--- src/inc/tem_regs.svh ---
// Constants for the thread event monitor gateway
`ifndef TEM_REGS_SVH
`define TEM_REGS_SVH
`define TEM_THREADS 8
`define TEM_TID_W 3
`define TEM_EVID_W 8
`define TEM_TMO_W 16
`define TEM_WB_TIMEOUT 32'h0000_0000
`define TEM_WB_EVENT 32'h0000_0001
`define TEM_CLK_PERIOD_NS 5
`endif

--- src/inc/tem_pkg.sv ---
// Types for the thread event monitor gateway
`include "tem_regs.svh"
package tem_pkg;
    typedef enum logic [2:0] {
        TEM_OP_NONE = 3'h0,
        TEM_OP_WATCH = 3'h1,
        TEM_OP_WAIT = 3'h2,
        TEM_OP_SIGNAL = 3'h3,
        TEM_OP_CANCEL = 3'h4,
        TEM_OP_END = 3'h5
    } tem_op_t;
    typedef logic [`TEM_TID_W-1:0] tem_tid_t;
    typedef logic [`TEM_EVID_W-1:0] tem_evid_t;
    typedef logic [`TEM_TMO_W-1:0] tem_tmo_t;
endpackage

--- src/rtl/tem_thread_slot.sv ---
// One thread's monitor slot: watch id, flags, timeout counter
`timescale 1ns/1ps
module tem_thread_slot
    import tem_pkg::*;
(
    // Clock and reset
    input wire logic i_ref_clk,
    input wire logic i_rst,
    // Per-slot controls from the gateway
    input wire logic i_watch,
    input wire logic i_cancel,
    input wire logic i_wait,
    input wire logic i_preempt,
    input wire logic i_bcast,
    input wire tem_pkg::tem_evid_t i_evid,
    input wire tem_pkg::tem_tmo_t i_tmo,
    input wire logic i_grant,
    // Slot state
    output logic o_hit,
    output logic o_timed_out
);
    logic mon_q;
    logic rec_q;
    logic pend_q;
    tem_evid_t id_q;
    tem_tmo_t cnt_q;
    wire match = mon_q && i_bcast && (i_evid == id_q);
    wire timeup = pend_q && (cnt_q == '0);

    // Event hit wins priority over timeout unless preempted
    assign o_hit = pend_q && (rec_q || match) && !i_preempt;
    assign o_timed_out = pend_q && (i_preempt || timeup) && !o_hit;

    always_ff @(posedge i_ref_clk) begin
        if (i_rst) begin
            mon_q <= 1'b0;
            rec_q <= 1'b0;
            pend_q <= 1'b0;
            id_q <= '0;
            cnt_q <= '0;
        end else if (i_cancel) begin
            mon_q <= 1'b0;
            rec_q <= 1'b0;
            pend_q <= 1'b0;
        end else begin
            if (i_watch) begin
                mon_q <= 1'b1;
                id_q <= i_evid;
                rec_q <= 1'b0;
            end else if (match) begin
                rec_q <= 1'b1;
            end
            if (i_wait) begin
                pend_q <= 1'b1;
                cnt_q <= i_tmo;
            end else if (pend_q && i_grant) begin
                pend_q <= 1'b0;
                rec_q <= 1'b0;
            end else if (pend_q && cnt_q != '0) begin
                cnt_q <= cnt_q - 1'b1;
            end
        end
    end
endmodule

--- src/rtl/tem_gateway.sv ---
// Event monitor part of the thread message gateway
`timescale 1ns/1ps
// Contract
// - Watch request starts monitoring the given event
// - Event while not waiting is recorded silently
// - Wait sleeps until event or timeout
// - Writeback 0 on timeout, 1 on event
// - Preemption ends waits as timeout
// - Signal broadcast to all gateways, including self
// - Broadcast records and answers waiting monitors; in a cycle with a watch message it is compared with the watch's event id
// - Wait after recorded event answers at once
// - Monitoring continues after an event response
// - Repeated events collapse into one record
// - Cancel stops the thread's monitoring
// - Thread end clears monitoring too
// - Signals reach threads machine-wide
// - Threads tracked until end, then released
module tem_gateway
    import tem_pkg::*;
(
    // Clock and reset
    input wire logic i_ref_clk,
    input wire logic i_rst,
    // Messages from execution unit threads
    input wire logic i_msg_valid,
    input wire tem_pkg::tem_op_t i_msg_op,
    input wire tem_pkg::tem_tid_t i_msg_tid,
    input wire tem_pkg::tem_evid_t i_msg_evid,
    input wire tem_pkg::tem_tmo_t i_msg_tmo,
    // Dispatch of new threads
    input wire logic i_dispatch,
    input wire tem_pkg::tem_tid_t i_dispatch_tid,
    // Preemption of the running context
    input wire logic i_preempt,
    // Broadcast network, outbound and inbound
    output logic o_bcast_valid,
    output tem_pkg::tem_evid_t o_bcast_evid,
    input wire logic i_bcast_valid,
    input wire tem_pkg::tem_evid_t i_bcast_evid,
    // Writeback to waiting threads
    output logic o_wb_valid,
    output tem_pkg::tem_tid_t o_wb_tid,
    output logic [31:0] o_wb_data,
    // Thread tracking
    output logic [`TEM_THREADS-1:0] o_active,
    output logic o_release_valid,
    output tem_pkg::tem_tid_t o_release_tid
);
    import tem_pkg::*;

    // ==========================================
    // Message decode
    wire is_watch = i_msg_valid && (i_msg_op == TEM_OP_WATCH);
    wire is_wait = i_msg_valid && (i_msg_op == TEM_OP_WAIT);
    wire is_signal = i_msg_valid && (i_msg_op == TEM_OP_SIGNAL);
    wire is_cancel = i_msg_valid && (i_msg_op == TEM_OP_CANCEL);
    wire is_end = i_msg_valid && (i_msg_op == TEM_OP_END);

    logic [`TEM_THREADS-1:0] hit;
    logic [`TEM_THREADS-1:0] tmo;
    logic [`TEM_THREADS-1:0] grant;
    logic [`TEM_THREADS-1:0] done;
    logic [`TEM_THREADS-1:0] act_q;

    // ==========================================
    // Per-thread slots
    genvar g;
    generate
        for (g = 0; g < `TEM_THREADS; g++) begin : g_slot
            wire sel = (i_msg_tid == tem_tid_t'(g));
            tem_thread_slot u_slot (
                .i_ref_clk(i_ref_clk),
                .i_rst(i_rst),
                .i_watch(is_watch && sel),
                .i_cancel((is_cancel || is_end) && sel),
                .i_wait(is_wait && sel),
                .i_preempt(i_preempt),
                .i_bcast(i_bcast_valid),
                .i_evid(is_watch ? i_msg_evid : i_bcast_evid),
                .i_tmo(i_msg_tmo),
                .i_grant(grant[g]),
                .o_hit(hit[g]),
                .o_timed_out(tmo[g])
            );
        end
    endgenerate

    // ==========================================
    // One writeback per cycle; lowest thread first
    // Others stay pending; hits and count timeouts are served in later cycles, preemption timeouts only while i_preempt holds
    assign done = hit | tmo;
    assign grant = done & (~done + 1'b1);
    wire any = |done;
    tem_tid_t gtid;
    always_comb begin
        gtid = '0;
        for (int i = `TEM_THREADS - 1; i >= 0; i--) begin
            if (grant[i]) begin
                gtid = i[`TEM_TID_W-1:0];
            end
        end
    end
    wire grant_hit = |(grant & hit);

    always_ff @(posedge i_ref_clk) begin
        if (i_rst) begin
            o_wb_valid <= 1'b0;
            o_wb_tid <= '0;
            o_wb_data <= '0;
        end else begin
            o_wb_valid <= any;
            o_wb_tid <= gtid;
            o_wb_data <= grant_hit ? `TEM_WB_EVENT : `TEM_WB_TIMEOUT;
        end
    end

    // ==========================================
    // Signal goes to the fabric, which loops it back here too
    always_ff @(posedge i_ref_clk) begin
        if (i_rst) begin
            o_bcast_valid <= 1'b0;
            o_bcast_evid <= '0;
        end else begin
            o_bcast_valid <= is_signal;
            o_bcast_evid <= i_msg_evid;
        end
    end

    // ==========================================
    // Thread lifecycle tracking
    always_ff @(posedge i_ref_clk) begin
        if (i_rst) begin
            act_q <= '0;
            o_release_valid <= 1'b0;
            o_release_tid <= '0;
        end else begin
            for (int i = 0; i < `TEM_THREADS; i++) begin
                if (is_end && i_msg_tid == i[`TEM_TID_W-1:0]) begin
                    act_q[i] <= 1'b0;
                end else if (i_dispatch &&
                             i_dispatch_tid == i[`TEM_TID_W-1:0]) begin
                    act_q[i] <= 1'b1;
                end
            end
            o_release_valid <= is_end;
            o_release_tid <= i_msg_tid;
        end
    end
    assign o_active = act_q;
endmodule

--- config.mk ---
export PLATFORM = sky130hd
export DESIGN_NAME = tem_gateway
export DESIGN_NICKNAME = d
export VERILOG_FILES = /design/src/inc/tem_pkg.sv /design/src/rtl/tem_thread_slot.sv /design/src/rtl/tem_gateway.sv
export VERILOG_INCLUDE_DIRS = /design/src /design/src/inc
export SDC_FILE = /design/constraint.sdc
export NUM_CORES = 1
export LEC_CHECK = 0
export ABC_AREA = 0
export BUFFER_PORTS_ARGS = -buffer_cell sky130_fd_sc_hd__buf_2
export CAP_MARGIN = 10
export CELL_PAD_IN_SITES_DETAIL_PLACEMENT = 0
export CELL_PAD_IN_SITES_GLOBAL_PLACEMENT = 1
export CORE_MARGIN = 3
export CORE_UTILIZATION = 41
export DETAILED_ROUTE_END_ITERATION = 12
export HOLD_SLACK_MARGIN = 0.03
export PLACE_DENSITY = 0.79
export SLEW_MARGIN = 30
export SYNTH_ARGS = -nofsm -noshare
export SYNTH_HDL_FRONTEND = slang
export SYNTH_SLANG_ARGS = --single-unit
--- constraint.sdc ---
create_clock -name i_ref_clk -period 3.3 [get_ports i_ref_clk]
set_clock_uncertainty 0.1 [all_clocks]
set_input_delay 0.495 -clock i_ref_clk [delete_from_list [all_inputs] [get_ports i_ref_clk]]
set_output_delay 0.495 -clock i_ref_clk [all_outputs]
set_load 0.01 [all_outputs]
======== Yosys cells after proc, flatten, opt, wreduce, memory -nomap -nowiden ========
Cells that the tools add are included.
word-level totals
  word-level logic and storage cells ...... 408
  output and inout port bits .............. 57
  flip-flop bits (word level) ............. 273
  bits of input ports ..................... 47
operators by class
  multiplexer cells ....................... 81
  reductions and logical operators ........ 214
  $add $sub $neg .......................... 9
  bitwise operators ....................... 12
  eq/ne operators ......................... 35
operator list
  operator               number
  $mux 16                24
  $logic_not 16->1       8
  $reduce_bool 16->1     8
  $sub 16x1->16 const B  8
  $logic_and 1x1->1      117
  $eq 8x8->1             8
  $mux 1                 50
  $reduce_or 2->1        17
  $reduce_bool 2->1      16
  $eq 3x3->1 const B     10
  $reduce_and 3->1       8
  $eq 3x2->1 const B     6
  $logic_or 1x1->1       17
  $and 8x8->8            2
  $ne 2x1->1 const B     8
  $reduce_and 2->1       8
  $reduce_or 8->1        2
  $mux 3                 4
  $eq 3x1->1 const B     3
  $logic_not 1->1        9
  $add 8x1->8 const B    1
  $mux 8                 1
  $not 1->1              8
  $not 8->8              1
  other kinds (5)        7

======== Longest topological paths before layout ========
  depth in word-level cells ............... 21
  gate-level depth with buffers ........... 16
  mapped depth without buffers ............ 12

======== Hierarchy ========
A second synthesis with hierarchy kept.
second synthesis, totals
  cell total of the unflattened synthesis .. 1756
  area, all modules ....................... 14737.9 um2
by module, submodules not included
  module           area an instance (um2)  cells an instance  seq. area each (um2)  instances
  tem_thread_slot  1649.1                  193                540.5                 8
  tem_gateway      1545.2                  212                520.5                 1

======== Worst setup path before layout ========
Ideal clock, no wire load.
  kind .................................... input -> register
  start ................................... in i_msg_op[2]
  end ..................................... reg g_slot[5].u_slot.cnt_q[3]
  data required time ...................... 3.112 ns
  stages on the path ...................... 15
  slack ................................... -0.230 ns
  library setup time ...................... 0.088 ns
  path buffers ............................ 5
  arrival ................................. 3.342 ns
  path through ............................ and4bb_1 -> buf_6 -> buf_6 -> buf_6 -> mux2i_4 -> o211ai_1 -> a221oi_2 -> a31oi_1 -> a21oi_1 -> or3_1 -> buf_4 -> o21ai_2 -> buf_2 -> or4_1 -> a311oi_2
on the way
  word-level cells in the longest chain between the ends .. 17
  elaborated cells on any way between the ends .. 64
  those cells by class .................... add/sub: 1; eq/ne: 11; mux: 2; bitwise: 4; reduce/logical: 46
RTL lines
  item                             line                   RTL
  start: declaration               tem_gateway.sv:26      input wire tem_pkg::tem_op_t i_msg_op,
  $eq 3x1->1                       tem_gateway.sv:53      wire is_watch = i_msg_valid && (i_msg_op == TEM_OP_WATCH);
  $logic_and 1x1->1                tem_gateway.sv:53
  $mux 8                           tem_gateway.sv:79      .i_evid(is_watch ? i_msg_evid : i_bcast_evid),
  $eq 8x8->1                       tem_thread_slot.sv:27  wire match = mon_q && i_bcast && (i_evid == id_q);
  $logic_and 1x1->1                tem_thread_slot.sv:27
  $logic_or 1x1->1                 tem_thread_slot.sv:31  assign o_hit = pend_q && (rec_q || match) && !i_preempt;
  $logic_and 1x1->1 (2 in series)  tem_thread_slot.sv:31
  $logic_not 1->1                  tem_thread_slot.sv:32  assign o_timed_out = pend_q && (i_preempt || timeup) && !o_hit;
  $logic_and 1x1->1                tem_thread_slot.sv:32
  $or 8x8->8                       tem_gateway.sv:91      assign done = hit | tmo;
  $not 8->8                        tem_gateway.sv:92      assign grant = done & (~done + 1'b1);
  $add 8x1->8                      tem_gateway.sv:92
  $and 8x8->8                      tem_gateway.sv:92
  $logic_and 1x1->1                tem_thread_slot.sv:56  end else if (pend_q && i_grant) begin
  $ne 2x1->1 (no line)             --
  $reduce_and 3->1 (no line)       --
  end signal: assignment           tem_thread_slot.sv:55  cnt_q <= i_tmo;
  end signal: assignment           tem_thread_slot.sv:60  cnt_q <= cnt_q - 1'b1;
  end: declaration                 tem_thread_slot.sv:26  tem_tmo_t cnt_q;
Several ways; a longest one is shown, not always the timed one.
A chain may end at the register's enable or synchronous reset.

======== Final worst setup path ========
  start ................................... reg g_slot[0].u_slot.cnt_q[0]
  end ..................................... reg g_slot[6].u_slot.cnt_q[2]
on the way
  word-level cells in the longest chain between the ends .. 12
RTL lines
  item                             line                   RTL
  start: declaration               tem_thread_slot.sv:26
  start signal: assignment         tem_thread_slot.sv:55
  start signal: assignment         tem_thread_slot.sv:60
  $logic_not 16->1                 tem_thread_slot.sv:28  wire timeup = pend_q && (cnt_q == '0);
  $logic_and 1x1->1                tem_thread_slot.sv:28
  $logic_or 1x1->1                 tem_thread_slot.sv:32
  $logic_and 1x1->1 (2 in series)  tem_thread_slot.sv:32
  $or 8x8->8                       tem_gateway.sv:91
  $not 8->8                        tem_gateway.sv:92
  $add 8x1->8                      tem_gateway.sv:92
  $and 8x8->8                      tem_gateway.sv:92
  $logic_and 1x1->1                tem_thread_slot.sv:56
  $ne 2x1->1 (no line)             --
  $reduce_and 3->1 (no line)       --
  end signal: assignment           tem_thread_slot.sv:55
  end signal: assignment           tem_thread_slot.sv:60
  end: declaration                 tem_thread_slot.sv:26
No other way between the ends.

==> run summary <==
register area = 4851 um^2
gr ovfl total = 0
WP data required = 3.61 ns
Pwr Density = 410.8 nW/um^2
RSZ-0062 raised after global routing = true
Die ar. = 36350 um^2
initial antenna violation count = 1
TritonCTS clock tree = done
Post-synth EDFFs = 0
WL per Instance = 20.11 um
# rows = 66
Slew headroom = 40.11%
grt met1 use = 36.15%
Primary FF master, synth = dfxtp_1
Hold WC Path Type = in2reg
Clock Tree Buf Depth = 3
met3 Usage GRT = 3.915%
post-route ant nets = 0
PortBufs = 72
# hold bufs at CTS = 0
warnings from Yosys = 0
R2R depth = 16
Antenna diodes = 0
CTS H-tree depth = 1
final core occ = 52.69%
crit end category = flip-flop
CTS Buf Count = 29
xor and xnor area share after synthesis = 4.073%
flop-to-flop setup slack = 0.03 ns
remaining routing DRC violations = 0
overall routed net length = 49710 um
GR peak layer = met2
Layout area overhead = 24.50%
die height = 190.6 um
synthesized flop and latch total = 242
Tcrit/Tclk final = 99.13%
Fill cells = 3161
Post-Synth Adder-Cell Area = 0.7161%
leakage = 6.834 nW
vias in the first global route = 13300
Detailed Route Iter0 Violations = 1172
area of the multi-input gates = 8473 um^2
Worst VDD drop = 394.7 uV
Ports = 104
Mean Syn Cell Area = 7.685 um^2
critical setup path kind = reg2reg
Worst Tran Pin Value = 0.8890 ns
setup violators final = 0
post-synthesis mux area share = 1.522%
Clk pin slew, worst setup/hold paths = 0.06 ns
Worst setup startpoint = g_slot[0].u_slot.cnt_q[0]
Final Wtd Congestion = 0.9460
Distinct cells, synth = 88
via count = 14590
max-slew violations = 0
post-synthesis cell count = 1819
CTS sink count = 242
worst-skew pair later-pin latency = 0.55 ns
nets = 2063
Reg2Reg Launch Point = g_slot[0].u_slot.cnt_q[0]
Setup WS pre-CTS = -0.8154 ns
core box area = 33030 um^2
Synth Cell Area = 13980 um^2
DP Wirelength = 34740 um
final hold vios = 0
met2 Use GR = 41.84%
Final min period = 3.271 ns
max_cap viols = 0
worst setup margin = 0.02857 ns
CP Data Arrival Time = 3.58 ns
CP Max Fanout = 8
worst reg2reg endpoint = g_slot[6].u_slot.cnt_q[2]
Initial DRT Pass Iterations = 5
CP startpoint kind = flip-flop
Synth Area in Simple Gates = 24.29%
status = completed
asr flop ratio synth = 0%
gr usage total = 26.13%
combinational family with the most area after synthesis = compound AO/OA/AOI/OAI gates
Critical Path End = g_slot[6].u_slot.cnt_q[2]
share of post-route cells with drive strength above 1 = 21.43%
sequential-to-total area share from yosys stat = 34.66%
clock root cell = clkbuf_16
starting density of the core = 42.32%
first-pass GRT wire length = 75780 um
largest net degree at the start of global routing = 67
Vias per Instance = 5.902
die width = 190.6 um
fmax = 0.3057 GHz
Synth Area in Compound Gates = 26.89%
power breakdown:
group	internal [W]	total [W]	switching [W]
registers	0.00295	0.00298	0.0000253
logic	0.000305	0.000828	0.000523
clock network	0.00203	0.00334	0.00131
total	0.00529	0.00715	0.00186
critical path: stages, from the launching register on:
cell	delay, ns
dfxtp_2	0.33
inv_2	0.05
ha_4	0.15
nor3b_4	0.15
and3b_2	0.24
a31o_4	0.25
o21a_1	0.20
a31o_2	0.22
or2_4	0.25
buf_6	0.13
nor3_4	0.24
buf_6	0.17
nand4_1	0.16
buf_6	0.20
nand2_8	0.07
clkbuf_16	0.15
o32ai_1	0.08
kinds of logic (layout without fill, tap and decap cells):
| group | Yosys count | after routing |
|---|---|---|
| xor gates and xnor gates | 65 | 65 |
| muxes | 18 | 18 |
| DFF | 242 | 242 |
| adders and majority gates | 8 | 8 |
| AOI/OAI and AO/OA | 537 | 538 |
| other | 1 | 31 |
| and+or+nand+nor | 706 | 706 |
| buffers and inverters | 242 | 422 |
final cells by class:
cell class / count / share of cell area (%)
Multi-Input combinational cell: 1366 / 48.69
Sequential cell: 242 / 27.87
Clock buffer: 43 / 5.162
Timing Repair Buffer: 298 / 12.92
Tap cell: 442 / 3.178
Clock inverter: 10 / 0.6471
Inverter: 71 / 1.531
per-layer routing:
| layer | vias to the layer above | share of wire, % |
|---|---|---|
| met5 | - | 0.024 |
| li1 | 6996 | - |
| met4 | 2 | 3.7 |
| met1 | 6873 | 44 |
| met2 | 603 | 45 |
| met3 | 116 | 7.6 |
sequential cells by signal (all words and copies together), names as in the netlist:
name                  flops
g_slot.u_slot.cnt_q     128
g_slot.u_slot.id_q       64
g_slot.u_slot.mon_q       8
g_slot.u_slot.pend_q      8
g_slot.u_slot.rec_q       8
o_active                  8
o_bcast_evid              8
o_bcast_valid             1
o_release_tid             3
o_release_valid           1
o_wb_data                 1
o_wb_tid                  3
o_wb_valid                1
through the flow:
step / hold slack (ns) / setup TNS (ns) / instance area (um^2) / instances / power, W
after global placement: 0.3574 / -58.77 / 15970 / 2406 / 0.003822
after detailed placement: 0.3621 / -63.18 / 15970 / 2406 / 0.003824
after floorplan: 0.3385 / -1.894 / 14170 / 1849 / 0.003496
after CTS: 0.1211 / 0 / 17030 / 2460 / 0.007170
after global routing: 0.1532 / -1.308 / 17400 / 2472 / 0.007379
final: 0.1474 / 0 / 17400 / 2472 / 0.007149
what timing repair did:
item                       4_1_cts  5_1_grt
setup buffers                    0       11
cloned                           1        1
pin swaps                        2       24
setup endpoints to repair       54       79
resized for setup               11       58
worst min path at each step:
stage,start,to,slack [ns],depth (start not counted)
global route,i_msg_evid[0],o_bcast_evid[0],0.15,2
finish,i_msg_evid[0],o_bcast_evid[0],0.15,2
floorplan,g_slot[6].u_slot.cnt_q[8],g_slot[6].u_slot.cnt_q[8],0.34,2
detailed placement,g_slot[3].u_slot.mon_q,g_slot[3].u_slot.mon_q,0.36,2
CTS,i_msg_evid[0],o_bcast_evid[0],0.12,2
global placement,g_slot[6].u_slot.cnt_q[8],g_slot[6].u_slot.cnt_q[8],0.36,2
cell usage in the layout (no fill, tap or decap), types with 15 or more instances in the layout:
cell       synthesis  routed
a211oi_1         113     112
a21oi_1          102      99
a22oi_1           20      20
a311oi_1          22      19
a31oi_1           17      17
and3_1            19      19
buf_2             17      71
buf_4             33     206
clkbuf_16          0      30
conb_1             1      31
dfxtp_1          242     237
inv_1             71      69
nand2_1          126     125
nand3_1           37      37
nand4_1           19      19
nor2_1           274     271
nor2b_1           17      17
nor3_1            58      57
nor4_1            36      31
o21ai_0           86      83
o22ai_1           16      16
o32ai_1           16      15
or3_1             33      32
xnor2_1           32      31
xor2_1            33      33
synth_stat cells (all sizes together), types with 17 or more instances:
| master | n | share of area, % |
|---|---|---|
| o21ai | 96 | 3.5 |
| a31oi | 17 | 0.76 |
| nand2 | 126 | 3.4 |
| nand3 | 37 | 1.3 |
| inv | 71 | 1.9 |
| a311oi | 23 | 1.5 |
| or3 | 33 | 1.5 |
| nor4 | 37 | 1.7 |
| nor2b | 17 | 0.76 |
| and3 | 19 | 0.85 |
| nor3 | 59 | 2.1 |
| xnor2 | 32 | 2.0 |
| dfxtp | 242 | 35 |
| nand4 | 19 | 0.85 |
| a22oi | 20 | 1.1 |
| a211oi | 113 | 6.1 |
| xor2 | 33 | 2.1 |
| buf | 60 | 2.9 |
| clkbuf | 111 | 3.0 |
| a21oi | 103 | 3.7 |
| nor2 | 275 | 7.4 |
| mux2i | 18 | 1.5 |
Note: power is estimated with default switching activity, not from simulation.
